==> config.mk <==
export PLATFORM = sky130hd
export DESIGN_NAME = das_status_select
export DESIGN_NICKNAME = d
export VERILOG_FILES = /design/src/logic/das_pkg.sv /design/src/logic/das_status_select.sv
export SDC_FILE = /design/constraint.sdc
export NUM_CORES = 1
export LEC_CHECK = 0
export BUFFER_PORTS_ARGS = -buffer_cell sky130_fd_sc_hd__buf_2
export CORE_MARGIN = 2
export CORE_UTILIZATION = 44
export CTS_BUF_LIST = sky130_fd_sc_hd__clkbuf_4 sky130_fd_sc_hd__clkbuf_8
export CTS_CLUSTER_DIAMETER = 120
export DETAILED_ROUTE_END_ITERATION = 10
export PLACE_DENSITY = 0.78
export SYNTH_ARGS = -nofsm -noshare
export SYNTH_HDL_FRONTEND = slang
export SYNTH_SLANG_ARGS = --single-unit
==> constraint.sdc <==
create_clock -name clk -period 1.5 [get_ports clk]
set_input_delay 0 -clock clk [delete_from_list [all_inputs] [get_ports clk]]
set_output_delay 0 -clock clk [all_outputs]
set_load 0.05 [all_outputs]
==> src/logic/das_pkg.sv <==
// Constants and carrier types for the disk adapter status select block.
// Assumes the spindle controllers and the ECC checker run on the adapter clock.
package das_pkg;

    localparam int SPINDLES = 5;

    // Function codes as issued by the channel
    localparam logic [4:0] FN_CLEAR = 5'h00;
    localparam logic [4:0] FN_RD_STAT0 = 5'h0a;
    localparam logic [4:0] FN_SPD_SEL = 5'h0f;

    // Parcel select codes in accumulator bits 2..0
    localparam logic [2:0] SEL_INT = 3'h0;
    localparam logic [2:0] SEL_ECC = 3'h1;
    localparam logic [2:0] SEL_XFER = 3'h2;
    localparam logic [2:0] SEL_CBUS = 3'h3;
    localparam logic [2:0] SEL_BUSY = 3'h4;
    localparam logic [2:0] SEL_DONE = 3'h5;
    localparam logic [2:0] SEL_PEND = 3'h6;
    localparam logic [2:0] SEL_NONE = 3'h7;

    // Spindle-select accumulator layout
    localparam int SELM_BIT = 0;
    localparam int SPD_MASK_LO = 8;
    localparam logic [SPINDLES-1:0] SEL_MASK_RST = 5'h1f;

    // Per-spindle error vector: interrupt bits 0..3 then 8..10
    localparam int E_PAR = 0;
    localparam int E_SEQ = 1;
    localparam int E_LOST = 2;
    localparam int E_END = 3;
    localparam int E_IDCMP = 4;
    localparam int E_ECC = 5;
    localparam int E_IDERR = 6;
    localparam int ERR_W = 7;
    localparam int IDF_W = 5;

    // Interrupt parcel field positions
    localparam int INT_VOLT_LO = 4;
    localparam int INT_SECDED = 6;
    localparam int INT_NIB = 7;
    localparam int INT_HI_ERR_LO = 8;
    localparam int INT_IDF_LO = 11;

    // ECC parcel field positions
    localparam int ECC_SBE_LO = 8;
    localparam int ECC_DBE_LO = 12;
    localparam logic [3:0] CNT_MAX = 4'hf;

    typedef struct packed {
        logic valid;
        logic [4:0] code;
        logic [15:0] acc;
    } das_fn_t;

    typedef struct packed {
        logic fn_start;
        logic fn_end;
        logic resp_par_err;
        logic rd_par_err;
        logic bad_init;
        logic sel_tmo;
        logic wr_late;
        logic rd_late;
        logic bus_seq_done;
        logic [7:0] end_status;
        logic end_par_err;
        logic id_cmp_err;
        logic ecc_err;
        logic id_err;
        logic id_cmp_done;
        logic [IDF_W-1:0] id_flags;
        logic pend_set;
        logic pend_clr;
        logic [7:0] cbus;
    } das_spd_evt_t;

    typedef struct packed {
        logic chk;
        logic sbe;
        logic dbe;
        logic [7:0] syndrome;
    } das_ecc_evt_t;

    typedef struct packed {
        logic [SPINDLES-1:0][ERR_W-1:0] err;
        logic [SPINDLES-1:0][IDF_W-1:0] idf;
        logic [SPINDLES-1:0] sel;
        logic [SPINDLES-1:0] busy;
        logic [SPINDLES-1:0] done;
        logic [SPINDLES-1:0] pend;
        logic [7:0] syn;
        logic [3:0] sbe;
        logic [3:0] dbe;
        logic nib;
        logic [1:0] v1;
        logic [1:0] v2;
        logic [15:0] acc_out;
        logic acc_valid;
    } das_state_t;

endpackage : das_pkg

==> src/logic/das_status_select.sv <==
// Status-read and error-flag logic of a multi-spindle disk channel adapter.
// Assumes function issue, spindle events and ECC events arrive on clk;
// only the two supply pins come from outside and are synchronised.
//
// Function
// - Read-status returns one parcel, chosen by accumulator bits 2..0 at issue.
// - Codes 0..6 pick interrupt, ECC, count, bus, busy, done, pending; 7 reads zero.
// - ECC parcel: syndrome 7..0, single count 11..8, double count 15..12.
// - Busy, done and pending parcels show spindles 0..4 in bits 0..4.
// - Bus parcel bits 0..7 are the eight bus lines ORed over selected spindles.
// - Clear resets interrupt 0..3, 6..10, ECC 8..15, busy, done, pending.
// - A function ending in error sets both busy and done.
// - Queued functions still start after an errored function.
// - Interrupt bits 0..3 and 8..15 are ORed over selected spindles.
// - Bits 11..15 copy last ID compare flags; 12..14 cause busy/done.
// - Single-bit ECC errors never hold busy after completion.
// - Bits 0..3, 8, 9, 10 keep the erring spindle busy after completion.
// - Bit 0 sets on spindle response or read data parity error.
// - Bit 1 sets on bad initial interface state or select timeout.
// - Bit 2 sets when write or read data misses the spindle buffer timing.
// - Bit 3 sets after bus sequence on bad ending status bits.
// - Bits 4 and 5 are supply status only, no action.
// - Bit 6 is single count nonzero OR double count nonzero.
// - Bit 7 sets on any nibble parity error.
// - Bit 10 sets when an ID error stops a read or write.
// - ECC error alone means error after data field or on read ID.
`timescale 1ns/1ps

module das_status_select (
    input wire logic clk,
    input wire logic arst_n,
    input wire das_pkg::das_fn_t fn,
    input wire das_pkg::das_spd_evt_t [das_pkg::SPINDLES-1:0] spd_evt,
    input wire das_pkg::das_ecc_evt_t ecc_evt,
    input wire logic nib_par_err,
    input wire logic [15:0] xfer_count,
    input wire logic [1:0] supply_pins,
    output logic [15:0] acc_out,
    output logic acc_valid,
    output logic [das_pkg::SPINDLES-1:0] spd_busy,
    output logic [das_pkg::SPINDLES-1:0] spd_done
);

    das_pkg::das_state_t st_ff;
    das_pkg::das_state_t nxt_st;

    logic clr;
    logic rd;
    logic [das_pkg::SPINDLES-1:0][7:0] pad_err;
    logic [das_pkg::SPINDLES-1:0][7:0] pad_idf;
    logic [das_pkg::SPINDLES-1:0][7:0] cbus_v;
    logic [7:0] err_or;
    logic [7:0] idf_or;
    logic [7:0] cbus_or;
    logic [15:0] parcel;

    // OR of per-spindle bytes over the selected set
    function automatic logic [7:0] or_sel(
        input logic [das_pkg::SPINDLES-1:0][7:0] v,
        input logic [das_pkg::SPINDLES-1:0] m
    );
        logic [7:0] r;
        r = 8'h00;
        for (int i = 0; i < das_pkg::SPINDLES; i++) begin
            if (m[i]) begin
                r = r | v[i];
            end
        end
        return r;
    endfunction : or_sel

    // Errors that keep a spindle busy once its function ends
    function automatic logic hold_busy(
        input logic [das_pkg::ERR_W-1:0] e,
        input logic [das_pkg::IDF_W-1:0] f
    );
        // Single-bit corrections never reach e, so they cannot hold busy
        return (|e) | (|f[3:1]);
    endfunction : hold_busy

    assign clr = fn.valid && (fn.code == das_pkg::FN_CLEAR);
    assign rd = fn.valid && (fn.code == das_pkg::FN_RD_STAT0);

    always_comb begin
        for (int i = 0; i < das_pkg::SPINDLES; i++) begin
            pad_err[i] = {1'b0, st_ff.err[i]};
            pad_idf[i] = {3'h0, st_ff.idf[i]};
            cbus_v[i] = spd_evt[i].cbus;
        end
        err_or = or_sel(pad_err, st_ff.sel);
        idf_or = or_sel(pad_idf, st_ff.sel);
        cbus_or = or_sel(cbus_v, st_ff.sel);
        parcel = 16'h0000;
        unique case (fn.acc[2:0])
            das_pkg::SEL_INT: begin
                parcel[3:0] = err_or[3:0];
                parcel[das_pkg::INT_VOLT_LO +: 2] = st_ff.v2;
                parcel[das_pkg::INT_SECDED] = (st_ff.sbe != 4'h0) || (st_ff.dbe != 4'h0);
                parcel[das_pkg::INT_NIB] = st_ff.nib;
                parcel[das_pkg::INT_HI_ERR_LO +: 3] = err_or[6:4];
                parcel[das_pkg::INT_IDF_LO +: das_pkg::IDF_W] = idf_or[4:0];
            end
            das_pkg::SEL_ECC: begin
                parcel[7:0] = st_ff.syn;
                parcel[das_pkg::ECC_SBE_LO +: 4] = st_ff.sbe;
                parcel[das_pkg::ECC_DBE_LO +: 4] = st_ff.dbe;
            end
            das_pkg::SEL_XFER: parcel = xfer_count;
            das_pkg::SEL_CBUS: parcel[7:0] = cbus_or;
            das_pkg::SEL_BUSY: parcel[das_pkg::SPINDLES-1:0] = st_ff.busy;
            das_pkg::SEL_DONE: parcel[das_pkg::SPINDLES-1:0] = st_ff.done;
            das_pkg::SEL_PEND: parcel[das_pkg::SPINDLES-1:0] = st_ff.pend;
            das_pkg::SEL_NONE: parcel = 16'h0000;
        endcase
    end

    always_comb begin
        das_pkg::das_spd_evt_t e;
        e = '0;
        nxt_st = st_ff;
        nxt_st.acc_valid = 1'b0;
        nxt_st.v1 = supply_pins;
        nxt_st.v2 = st_ff.v1;
        if (rd) begin
            // Select is taken from the accumulator of the issuing cycle
            nxt_st.acc_valid = 1'b1;
            nxt_st.acc_out = parcel;
        end
        if (fn.valid && fn.code == das_pkg::FN_SPD_SEL && fn.acc[das_pkg::SELM_BIT]) begin
            nxt_st.sel = fn.acc[das_pkg::SPD_MASK_LO +: das_pkg::SPINDLES];
        end
        // Clear is applied first so that same-cycle events still set
        if (clr) begin
            for (int i = 0; i < das_pkg::SPINDLES; i++) begin
                nxt_st.err[i] = '0;
            end
            nxt_st.nib = 1'b0;
            nxt_st.sbe = 4'h0;
            nxt_st.dbe = 4'h0;
            nxt_st.busy = '0;
            nxt_st.done = '0;
            nxt_st.pend = '0;
        end
        if (nib_par_err) begin
            nxt_st.nib = 1'b1;
        end
        if (ecc_evt.chk) begin
            nxt_st.syn = ecc_evt.syndrome;
            if (ecc_evt.sbe && nxt_st.sbe != das_pkg::CNT_MAX) begin
                nxt_st.sbe = nxt_st.sbe + 4'h1;
            end
            if (ecc_evt.dbe && nxt_st.dbe != das_pkg::CNT_MAX) begin
                nxt_st.dbe = nxt_st.dbe + 4'h1;
            end
        end
        for (int i = 0; i < das_pkg::SPINDLES; i++) begin
            e = spd_evt[i];
            if (e.resp_par_err || e.rd_par_err) begin
                nxt_st.err[i][das_pkg::E_PAR] = 1'b1;
            end
            if (e.bad_init || e.sel_tmo) begin
                nxt_st.err[i][das_pkg::E_SEQ] = 1'b1;
            end
            if (e.wr_late || e.rd_late) begin
                nxt_st.err[i][das_pkg::E_LOST] = 1'b1;
            end
            if (e.bus_seq_done && ((e.end_status[3:0] != 4'h0) || e.end_par_err || !e.end_status[7])) begin
                nxt_st.err[i][das_pkg::E_END] = 1'b1;
            end
            if (e.id_cmp_err) begin
                nxt_st.err[i][das_pkg::E_IDCMP] = 1'b1;
            end
            if (e.ecc_err) begin
                nxt_st.err[i][das_pkg::E_ECC] = 1'b1;
            end
            if (e.id_err) begin
                nxt_st.err[i][das_pkg::E_IDERR] = 1'b1;
            end
            if (e.id_cmp_done) begin
                nxt_st.idf[i] = e.id_flags;
            end
            if (e.pend_clr) begin
                nxt_st.pend[i] = 1'b0;
            end
            if (e.pend_set) begin
                nxt_st.pend[i] = 1'b1;
            end
            // A start is never refused for an earlier error
            if (e.fn_start) begin
                nxt_st.busy[i] = 1'b1;
                nxt_st.done[i] = 1'b0;
            end
            if (e.fn_end) begin
                nxt_st.done[i] = 1'b1;
                nxt_st.busy[i] = hold_busy(nxt_st.err[i], nxt_st.idf[i]);
            end
        end
    end

    always_ff @(posedge clk or negedge arst_n) begin
        if (!arst_n) begin
            st_ff <= '0;
            st_ff.sel <= das_pkg::SEL_MASK_RST;
        end else begin
            st_ff <= nxt_st;
        end
    end

    assign acc_out = st_ff.acc_out;
    assign acc_valid = st_ff.acc_valid;
    assign spd_busy = st_ff.busy;
    assign spd_done = st_ff.done;

    // Checks on what the block drives

    rd_pulse_only_a: assert property (@(posedge clk) disable iff (!arst_n)
        !rd |=> !acc_valid)
        else $error("answer without read-status");

    busy_parcel_a: assert property (@(posedge clk) disable iff (!arst_n)
        rd && fn.acc[2:0] == das_pkg::SEL_BUSY |=> acc_valid && acc_out == {11'h000, $past(st_ff.busy)})
        else $error("busy parcel wrong");

    ecc_parcel_a: assert property (@(posedge clk) disable iff (!arst_n)
        rd && fn.acc[2:0] == das_pkg::SEL_ECC
        |=> acc_out == {$past(st_ff.dbe), $past(st_ff.sbe), $past(st_ff.syn)})
        else $error("ecc parcel wrong");

    code7_zero_a: assert property (@(posedge clk) disable iff (!arst_n)
        rd && fn.acc[2:0] == das_pkg::SEL_NONE |=> acc_out == 16'h0000)
        else $error("code 7 not zero");

    secded_bit_a: assert property (@(posedge clk) disable iff (!arst_n)
        rd && fn.acc[2:0] == das_pkg::SEL_INT
        |=> acc_out[6] == ($past(st_ff.sbe) != 4'h0 || $past(st_ff.dbe) != 4'h0))
        else $error("secded bit wrong");

    clear_flags_a: assert property (@(posedge clk) disable iff (!arst_n)
        clr && !ecc_evt.chk && !nib_par_err && spd_evt[0] == '0
        |=> !st_ff.busy[0] && !st_ff.done[0] && st_ff.err[0] == '0 && st_ff.sbe == 4'h0 && !st_ff.nib)
        else $error("clear left flags");

    end_err_a: assert property (@(posedge clk) disable iff (!arst_n)
        spd_evt[1].fn_end && (|st_ff.err[1] || spd_evt[1].resp_par_err) && !clr |=> spd_busy[1] && spd_done[1])
        else $error("errored end not busy and done");

    clean_end_a: assert property (@(posedge clk) disable iff (!arst_n)
        spd_evt[0].fn_end && st_ff.err[0] == '0 && st_ff.idf[0][3:1] == 3'h0
        && (ecc_evt.sbe || st_ff.sbe != 4'h0) && !spd_evt[0].ecc_err && !spd_evt[0].id_cmp_done
        && !spd_evt[0].resp_par_err && !spd_evt[0].rd_par_err && !spd_evt[0].id_err
        && !spd_evt[0].bad_init && !spd_evt[0].sel_tmo && !spd_evt[0].wr_late && !spd_evt[0].rd_late
        && !spd_evt[0].bus_seq_done && !spd_evt[0].id_cmp_err
        |=> !spd_busy[0] && spd_done[0])
        else $error("single-bit error held busy");

    par_set_a: assert property (@(posedge clk) disable iff (!arst_n)
        spd_evt[0].resp_par_err |=> st_ff.err[0][das_pkg::E_PAR] [*1] ##1 1'b1)
        else $error("parity bit not set");

    start_after_err_a: assert property (@(posedge clk) disable iff (!arst_n)
        spd_evt[1].fn_start && !spd_evt[1].fn_end |=> spd_busy[1] && !spd_done[1])
        else $error("start refused");

    rd_answer_a: assert property (@(posedge clk) disable iff (!arst_n)
        rd |=> acc_valid)
        else $error("read not answered");

    held_answer_a: assert property (@(posedge clk) disable iff (!arst_n)
        !rd |=> $stable(acc_out))
        else $error("answer changed without read");

    xfer_parcel_a: assert property (@(posedge clk) disable iff (!arst_n)
        rd && fn.acc[2:0] == das_pkg::SEL_XFER |=> acc_out == $past(xfer_count))
        else $error("count parcel wrong");

    cbus_unused_a: assert property (@(posedge clk) disable iff (!arst_n)
        rd && fn.acc[2:0] == das_pkg::SEL_CBUS |=> acc_out[15:8] == 8'h00)
        else $error("bus parcel high byte set");

    spd_unused_a: assert property (@(posedge clk) disable iff (!arst_n)
        rd && fn.acc[2] && fn.acc[1:0] != 2'h3 |=> acc_out[15:5] == 11'h000)
        else $error("spindle parcel unused bits set");

    done_parcel_a: assert property (@(posedge clk) disable iff (!arst_n)
        rd && fn.acc[2:0] == das_pkg::SEL_DONE |=> acc_out == {11'h000, $past(st_ff.done)})
        else $error("done parcel wrong");

    pend_parcel_a: assert property (@(posedge clk) disable iff (!arst_n)
        rd && fn.acc[2:0] == das_pkg::SEL_PEND |=> acc_out == {11'h000, $past(st_ff.pend)})
        else $error("pending parcel wrong");

    int_volt_a: assert property (@(posedge clk) disable iff (!arst_n)
        rd && fn.acc[2:0] == das_pkg::SEL_INT |=> acc_out[5:4] == $past(st_ff.v2))
        else $error("supply bits wrong");

    int_nib_a: assert property (@(posedge clk) disable iff (!arst_n)
        rd && fn.acc[2:0] == das_pkg::SEL_INT |=> acc_out[7] == $past(st_ff.nib))
        else $error("nibble parity bit wrong");

    nib_set_a: assert property (@(posedge clk) disable iff (!arst_n)
        nib_par_err |=> st_ff.nib)
        else $error("nibble parity not set");

    clear_count_a: assert property (@(posedge clk) disable iff (!arst_n)
        clr && !ecc_evt.chk |=> st_ff.sbe == 4'h0 && st_ff.dbe == 4'h0)
        else $error("clear left counts");

    clear_pend_a: assert property (@(posedge clk) disable iff (!arst_n)
        clr && !spd_evt[0].pend_set |=> !st_ff.pend[0])
        else $error("clear left pending");

    clear_keeps_idf_a: assert property (@(posedge clk) disable iff (!arst_n)
        clr && !spd_evt[3].id_cmp_done |=> st_ff.idf[3] == $past(st_ff.idf[3]))
        else $error("clear touched id flags");

    end_done_a: assert property (@(posedge clk) disable iff (!arst_n)
        spd_evt[3].fn_end |=> spd_done[3])
        else $error("end without done");

    idf_hold_a: assert property (@(posedge clk) disable iff (!arst_n)
        spd_evt[4].fn_end && st_ff.idf[4][3:1] != 3'h0 && !spd_evt[4].id_cmp_done
        |=> spd_busy[4])
        else $error("id flaw flag did not hold busy");

    idf_copy_a: assert property (@(posedge clk) disable iff (!arst_n)
        spd_evt[3].id_cmp_done |=> st_ff.idf[3] == $past(spd_evt[3].id_flags))
        else $error("id flags not copied");

    seq_set_a: assert property (@(posedge clk) disable iff (!arst_n)
        spd_evt[0].bad_init || spd_evt[0].sel_tmo |=> st_ff.err[0][das_pkg::E_SEQ])
        else $error("sequence bit not set");

    lost_set_a: assert property (@(posedge clk) disable iff (!arst_n)
        spd_evt[0].wr_late || spd_evt[0].rd_late |=> st_ff.err[0][das_pkg::E_LOST])
        else $error("lost data bit not set");

    end_stat_a: assert property (@(posedge clk) disable iff (!arst_n)
        spd_evt[3].bus_seq_done && !spd_evt[3].end_status[7] |=> st_ff.err[3][das_pkg::E_END])
        else $error("ending status bit not set");

    end_ok_a: assert property (@(posedge clk) disable iff (!arst_n)
        spd_evt[3].bus_seq_done && spd_evt[3].end_status == 8'h80 && !spd_evt[3].end_par_err
        && !st_ff.err[3][das_pkg::E_END] |=> !st_ff.err[3][das_pkg::E_END])
        else $error("good ending status flagged");

    id_err_set_a: assert property (@(posedge clk) disable iff (!arst_n)
        spd_evt[3].id_err |=> st_ff.err[3][das_pkg::E_IDERR])
        else $error("id error bit not set");

    ecc_err_set_a: assert property (@(posedge clk) disable iff (!arst_n)
        spd_evt[3].ecc_err |=> st_ff.err[3][das_pkg::E_ECC])
        else $error("ecc error bit not set");

    sel_load_a: assert property (@(posedge clk) disable iff (!arst_n)
        fn.valid && fn.code == das_pkg::FN_SPD_SEL && fn.acc[das_pkg::SELM_BIT]
        |=> st_ff.sel == $past(fn.acc[das_pkg::SPD_MASK_LO +: das_pkg::SPINDLES]))
        else $error("spindle mask not loaded");

    sel_keep_a: assert property (@(posedge clk) disable iff (!arst_n)
        fn.valid && fn.code == das_pkg::FN_SPD_SEL && !fn.acc[das_pkg::SELM_BIT] |=> $stable(st_ff.sel))
        else $error("spindle mask changed with mode zero");

    sbe_count_a: assert property (@(posedge clk) disable iff (!arst_n)
        ecc_evt.chk && ecc_evt.sbe && !clr && st_ff.sbe != das_pkg::CNT_MAX
        |=> st_ff.sbe == $past(st_ff.sbe) + 4'h1)
        else $error("single count not stepped");

    syn_load_a: assert property (@(posedge clk) disable iff (!arst_n)
        ecc_evt.chk |=> st_ff.syn == $past(ecc_evt.syndrome))
        else $error("syndrome not loaded");

endmodule : das_status_select

==> results of run 1 <==
## stage by stage
stage / hold WS [ns] / TNS, ns / area (um2) / utilization [%]
6_report: 0.0312 / -2.01 / 9860 / 74.1
5_1_grt: 0.0199 / -2.88 / 9860 / 74.1
4_1_cts: 0.000813 / -0.858 / 9720 / 73.1
3_5_place_dp: -0.00954 / -2.02 / 7710 / 58.0
3_3_place_gp: -0.0149 / -1.15 / 7710 / 58.0
2_1_floorplan: -0.296 / -0.868 / 6100 / -
## routing by layer
metal / vias to the layer above / wire length, um / share of wire (%)
met3: 142 / 2580 / 9.8
met5: - / 17 / 0.065
li1: 2917 / - / -
met2: 569 / 12700 / 48
met1: 3305 / 9430 / 36
met4: 2 / 1510 / 5.7
## layout by cell type, fill, tap and decap left out, drive strengths merged, types with 18 or more instances in the layout
cell | Yosys | routed
nor4 | 18 | 18
a211o | 24 | 24
dlygate4sd3 | 0 | 158
a222oi | 20 | 20
buf | 39 | 311
dfrtp | 113 | 113
a21o | 34 | 34
clkbuf | 21 | 23
mux2 | 38 | 38
a22oi | 24 | 24
a21oi | 20 | 20
## repair_timing
action	CTS	global route
hold endpoints to repair	221	3
hold buffers	158	3
pin swaps	6	16
setup buffers	1	6
resized for setup	14	22
endpoints found under the setup margin	18	26
## cell families after synthesis
kind of cell / Yosys count / synth area share (%)
adder cells (fa/ha/maj): 2 / 0.416
AO/OA/AOI/OAI: 195 / 25.4
flip-flops: 118 / 49.1
AND/OR/NAND/NOR: 99 / 10.6
multiplexers: 42 / 7.77
buffers and inverters: 76 / 6.71
## final cells by class
type | instances | area [um2]
fillers | 848 | 3440
repair buffers | 472 | 3420
flip-flops and latches | 118 | 2970
multi-input cells | 338 | 2830
clock buffers | 23 | 317
well taps | 176 | 220
inverters | 16 | 60.1
clock inverters | 8 | 47.5
## worst paths after layout
| kind | cells after the start | end | slack, ns |
|---|---|---|---|
| setup / recovery | 4 | acc_out[13]$_DFFE_PN0P_ | -0.20 |
| hold / removal | 4 | acc_out[14]$_DFFE_PN0P_ | 0.03 |
| setup reg to reg | 4 | acc_out[13]$_DFFE_PN0P_ | -0.20 |
| hold reg to reg | 0 | st_ff[17]$_DFF_PN0_ | 0.35 |
| max in group asynchronous | 3 | acc_out[12]$_DFFE_PN0P_ | 0.80 |
| min in group asynchronous | 2 | acc_out[2]$_DFFE_PN0P_ | 0.06 |
## registers in the layout, summed over array words and instances (netlist names)
| register | count |
|---|---|
| pad_err | 35 |
| st_ff | 29 |
| pad_idf | 25 |
| acc_out | 16 |
| spd_busy | 5 |
| spd_done | 5 |
| nxt_st | 2 |
| acc_valid | 1 |
## power breakdown
group	leakage (nW)	switching, mW	internal (mW)
clock network	0.185	1.34	1.38
registers	1.29	0.314	3.48
logic	2.91	1.21	1.33
total	4.38	2.86	6.19
## critical path, stage by stage, from the launching register on
cell and delay (ns):
dfstp_4 0.53, a222oi_1 0.59, a21o_1 0.20, o21ai_1 0.06, a22o_1 0.21
==> run metrics, run 1 <==
EDFF count, synth=0; first-pass iteration count of the detailed router=10; Crit path required time=1.82 ns; Site Rows=42; skew final=0.0140 ns; RSZ-0062 raised after global routing=true; Area Growth Syn to Fin=63.7%; I/O Buffers=242; Pwr Density=918 nW/um2; outcome=finished, violations left; worst skew pair latency=0.45 ns; register area share after synthesis=49.1%; count of different cell masters after synthesis=48; Final WS setup=-0.197 ns; # DRC=0; full die area=14600 um2; CTS tree=done; CTS Buffer Depth=2; largest net degree at the start of global routing=49; min cycle time layout=1.70 ns; top cells by count, synth=dfrtp_1 (113), mux2_2 (38), a21o_1 (29), buf_4 (26); Yosys top cell by area=dfrtp_1; DIE WIDTH=121 um; syn nets=773; met3 Resource Use GR=10.2%; Yosys warnings=0; ys async rst share=100%; synthesized cell area=6020 um2; Tot GR Track Use=35.1%; first-pass GRT wire length=38700 um; transition time of the tightest slew-check pin=0.870 ns; Core Box Area=13300 um2; max_cap viols=0; initial antenna violation count=1; final setup vio count=19; routability congestion estimate=0.918; crit path launch=st_ff[53]$_DFFE_PN1P_; beginning of the worst hold path=xfer_count[14]; clk root buf=clkbuf_8; Syn Area/Cell=11.3 um2; Post-DP HPWL=16300 um; gr ovfl total=0; Arr. time, crit path=2.02 ns; Initial Util=45.3%; Non-Filler Instances=1151; peak supply drop=749 uV; Via density=6.03; CTS buffer count=17; routing usage on met1=40.5%; Slew headroom=41.9%; post-synth top area share=47.0%; Mapped Cells=532; Top Ports=266; fin nets=1204; DRT antenna net count=0; P_leak=4.38 nW; Hold Fails Final Rpt=0; per-cell routed wire length=22.8 um; failing checks=negative setup slack; post-layout power=9.05 mW; critical path launch point type=flop; final period utilization=113%; CP max FO=9; H-tree Lvls=4; DP Worst Slack=-0.178 ns; #FFs+latches synth=118; launch point of the worst reg-to-reg path=st_ff[53]$_DFFE_PN1P_; crit path capture type=flop; class of the worst hold path=in -> reg; share of layout cells above drive strength 1=43.4%; DRT Wirelength=26200 um; fmax=589 MHz; Die H=121 um; vias post-DR=6935; grt met2 use=58.5%; Sink Count=118; vias in the first global route=7225; placed cells=955; drt first-iter violations=829; Setup Crit Path Kind=reg -> reg; Ant. Diodes=0; top cells by area, synth=dfrtp_1 (47%), mux2_2 (7.1%), a21o_1 (3.6%); busiest grt layer=met2; clock slew at reported path FFs=0.07 ns; final slew viol count=0; most frequent cell after synthesis=dfrtp_1; Post-synth top flop=dfrtp_1
Power figures use the tool's default switching activity.
==> run 2: changes to the inputs <==
--- a/config.mk
+++ b/config.mk
@@ -15,3 +15,4 @@
 export SYNTH_ARGS = -nofsm -noshare
 export SYNTH_HDL_FRONTEND = slang
 export SYNTH_SLANG_ARGS = --single-unit
+export TNS_END_PERCENT = 20
==> run 2 against run 1 <==
Against the previous run:
- the flow still finishes with violations (negative setup slack)
- non-clock buffer count decreased by 13
- total power is 2.8% higher
- clock-buffer cell count fell by 6
- highest routed layer is now met4
- sequential share of layout area is 0.40 points higher
- critical path depth unchanged
- die area did not move
- sequential power hardly changed
- first-iteration DRC count is 20% lower
==> run metrics, run 2 (same netlist as run 1, synthesis figures left out) <==
RR Endpoint=acc_out[14]$_DFFE_PN0P_ (was acc_out[13]$_DFFE_PN0P_); # DRC=0 (unchanged); min cycle time layout=1.66 ns (was 1.70 ns); Sink Count=118 (unchanged); met1 WL=9210 um (was 9430 um); fin nets=1191 (was 1204); met3 wire length=2200 um (was 2580 um); Initial Util=45.3% (unchanged); launch point of the worst reg-to-reg path=st_ff[53]$_DFFE_PN1P_ (unchanged); vias post-DR=6598 (was 6935); largest net degree at the start of global routing=87 (was 49); Layout Cell Area excl Fill=9730 um2 (was 9860 um2); first-pass iteration count of the detailed router=7 (was 10); fmax=604 MHz (was 589 MHz); Crit path required time=1.84 ns (was 1.82 ns); first-pass GRT wire length=37300 um (was 38700 um); Area Growth Syn to Fin=61.7% (was 63.7%); initial antenna violation count=0 (was 1); CTS buffer count=17 (unchanged); DRT Wirelength=24400 um (was 26200 um); skew final=0.00854 ns (was 0.0140 ns); Top Layer Used=met4 (was met5); Setup Crit Path Kind=reg -> reg (unchanged); placed cell area=7690 um2 (was 7710 um2); cell depth of the worst hold path=5 (was 4); Worst Hold End=acc_out[5]$_DFFE_PN0P_ (was acc_out[14]$_DFFE_PN0P_); Worst Reg-to-Reg Cells=4 (unchanged); outcome=finished, violations left (unchanged); CTS Buffer Depth=2 (unchanged); Layout fillers=871 (was 848); per-cell routed wire length=21.5 um (was 22.8 um); commonest non-fill, non-tap cell in the layout=buf_2 (unchanged); transition time of the tightest slew-check pin=0.910 ns (was 0.870 ns); Site Rows=42 (unchanged); final setup vio count=18 (was 19); max_cap viols=0 (unchanged); critical path launch point type=flop (unchanged); share of layout cells above drive strength 1=43.0% (was 43.4%); met2 wire length=11900 um (was 12700 um); crit path capture type=flop (unchanged); Final WS setup=-0.155 ns (was -0.197 ns); beginning of the worst hold path=xfer_count[5] (was xfer_count[14]); P_leak=4.32 nW (was 4.38 nW); Slew headroom=39.2% (was 41.9%); DP Worst Slack=-0.170 ns (was -0.178 ns); Pwr Density=956 nW/um2 (was 918 nW/um2); clock slew at reported path FFs=0.08 ns (was 0.07 ns); peak supply drop=781 uV (was 749 uV); Core Box Area=13300 um2 (unchanged); Largest register FFs=35 (unchanged); CTS tree=done (unchanged); gr ovfl total=0 (unchanged); CP max FO=20 (was 9); H-tree Lvls=4 (unchanged); routability congestion estimate=0.857 (was 0.918); post-layout util=73.2% (was 74.1%); DIE WIDTH=121 um (unchanged); most frequent cells in the layout=buf_2 (241), dlygate4sd3_1 (153), dfrtp_1 (112), buf_4 (62), mux2_2 (32) (was buf_2 (238), dlygate4sd3_1 (158), dfrtp_1 (113), buf_4 (66), mux2_2 (34)); worst skew pair latency=0.46 ns (was 0.45 ns); final period utilization=110% (was 113%); vias in the first global route=7118 (was 7225); clk root buf=clkbuf_8 (unchanged); DRT antenna net count=0 (unchanged); failing checks=negative setup slack (unchanged); RSZ-0062 raised after global routing=true (unchanged); Post-DP HPWL=16300 um (about the same); Ant. Diodes=0 (unchanged); Arr. time, crit path=2.00 ns (was 2.02 ns); class of the worst hold path=in -> reg (unchanged); post-layout power=9.30 mW (was 9.05 mW); full die area=14600 um2 (unchanged); Tot GR Track Use=33.7% (was 35.1%); final slew viol count=0 (unchanged); drt first-iter violations=664 (was 829); r2r setup slk=-0.16 ns (was -0.20 ns); hold slack=0.000230 ns (was 0.0312 ns); Via density=5.79 (was 6.03); I/O Buffers=242 (unchanged); Die H=121 um (unchanged); Hold Fails Final Rpt=0 (unchanged); Top Ports=266 (unchanged)
run 2: cell count changes in the layout (fill, tap and decap cells not counted), sizes merged:
| cell | change |
|---|---|
| clkbuf | -6 |
| buf | -5 |
| inv | +2 |
| bufinv | +3 |
| clkinv | +2 |
| dlygate4sd3 | -5 |
| dlymetal6s4s | -3 |
run 2: worst max path at each step:
stage / startpoint / to / slack [ns] / cells after the start
4_1_cts: pad_idf[11]$_DFF_PN0_ / spd_busy[1]$_DFFE_PN0P_ / -0.09 / 5
5_1_grt: st_ff[53]$_DFFE_PN1P_ / acc_out[14]$_DFFE_PN0P_ / -0.19 / 4
2_1_floorplan: fn[19] / st_ff[22]$_DFF_PN0_ / -0.22 / 9
6_report: st_ff[53]$_DFFE_PN1P_ / acc_out[14]$_DFFE_PN0P_ / -0.16 / 4
3_5_place_dp: fn[19] / spd_busy[1]$_DFFE_PN0P_ / -0.17 / 6
3_3_place_gp: fn[19] / st_ff[26]$_DFF_PN0_ / -0.11 / 8
run 2: report_power, final:
part	leakage, nW	internal (mW)	switching (mW)	total [mW]
combinational	2.84	1.28	1.10	2.38
sequential	1.28	3.48	0.344	3.82
clock	0.202	1.65	1.45	3.10
run 2: cell type report:
cell class | instances | area [um2] | area share (%)
well taps | 176 | 220 | 2.26
flip-flops and latches | 118 | 2970 | 30.5
repair buffers | 459 | 3260 | 33.5
clock inverters | 15 | 180 | 1.85
clock buffers | 17 | 234 | 2.40
multi-input cells | 338 | 2810 | 28.9
inverters | 16 | 60.1 | 0.617
run 2: routing by layer:
| metal | global-route usage, % | up-vias |
|---|---|---|
| met4 | 16.8 | 0 |
| met2 | 57.1 | 466 |
| li1 | - | 2899 |
| met3 | 7.24 | 88 |
| met5 | 0 | - |
| met1 | 40.6 | 3145 |
run 2: worst max-delay path, cell delays in order, from the launching register on:
cell and delay, ns:
dfstp_4 0.57, a222oi_1 0.50, a21o_1 0.17, o21ai_0 0.07, a22o_1 0.22
run 2: stage by stage:
step                      TNS [ns]  std cells
after floorplan             -0.834        532
after global placement      -0.978        954
after detailed placement     -1.86        954
after CTS                   -0.938       1139
after global routing         -2.32       1139
final                        -1.23       1139
run 2: what timing repair did:
item	CTS	global route
pin swaps	7	5
setup buffers	1	0
hold buffers	153	0
gates resized for setup	13	7
endpoints found under the setup margin	20	22
endpoints found under the hold margin	219	0
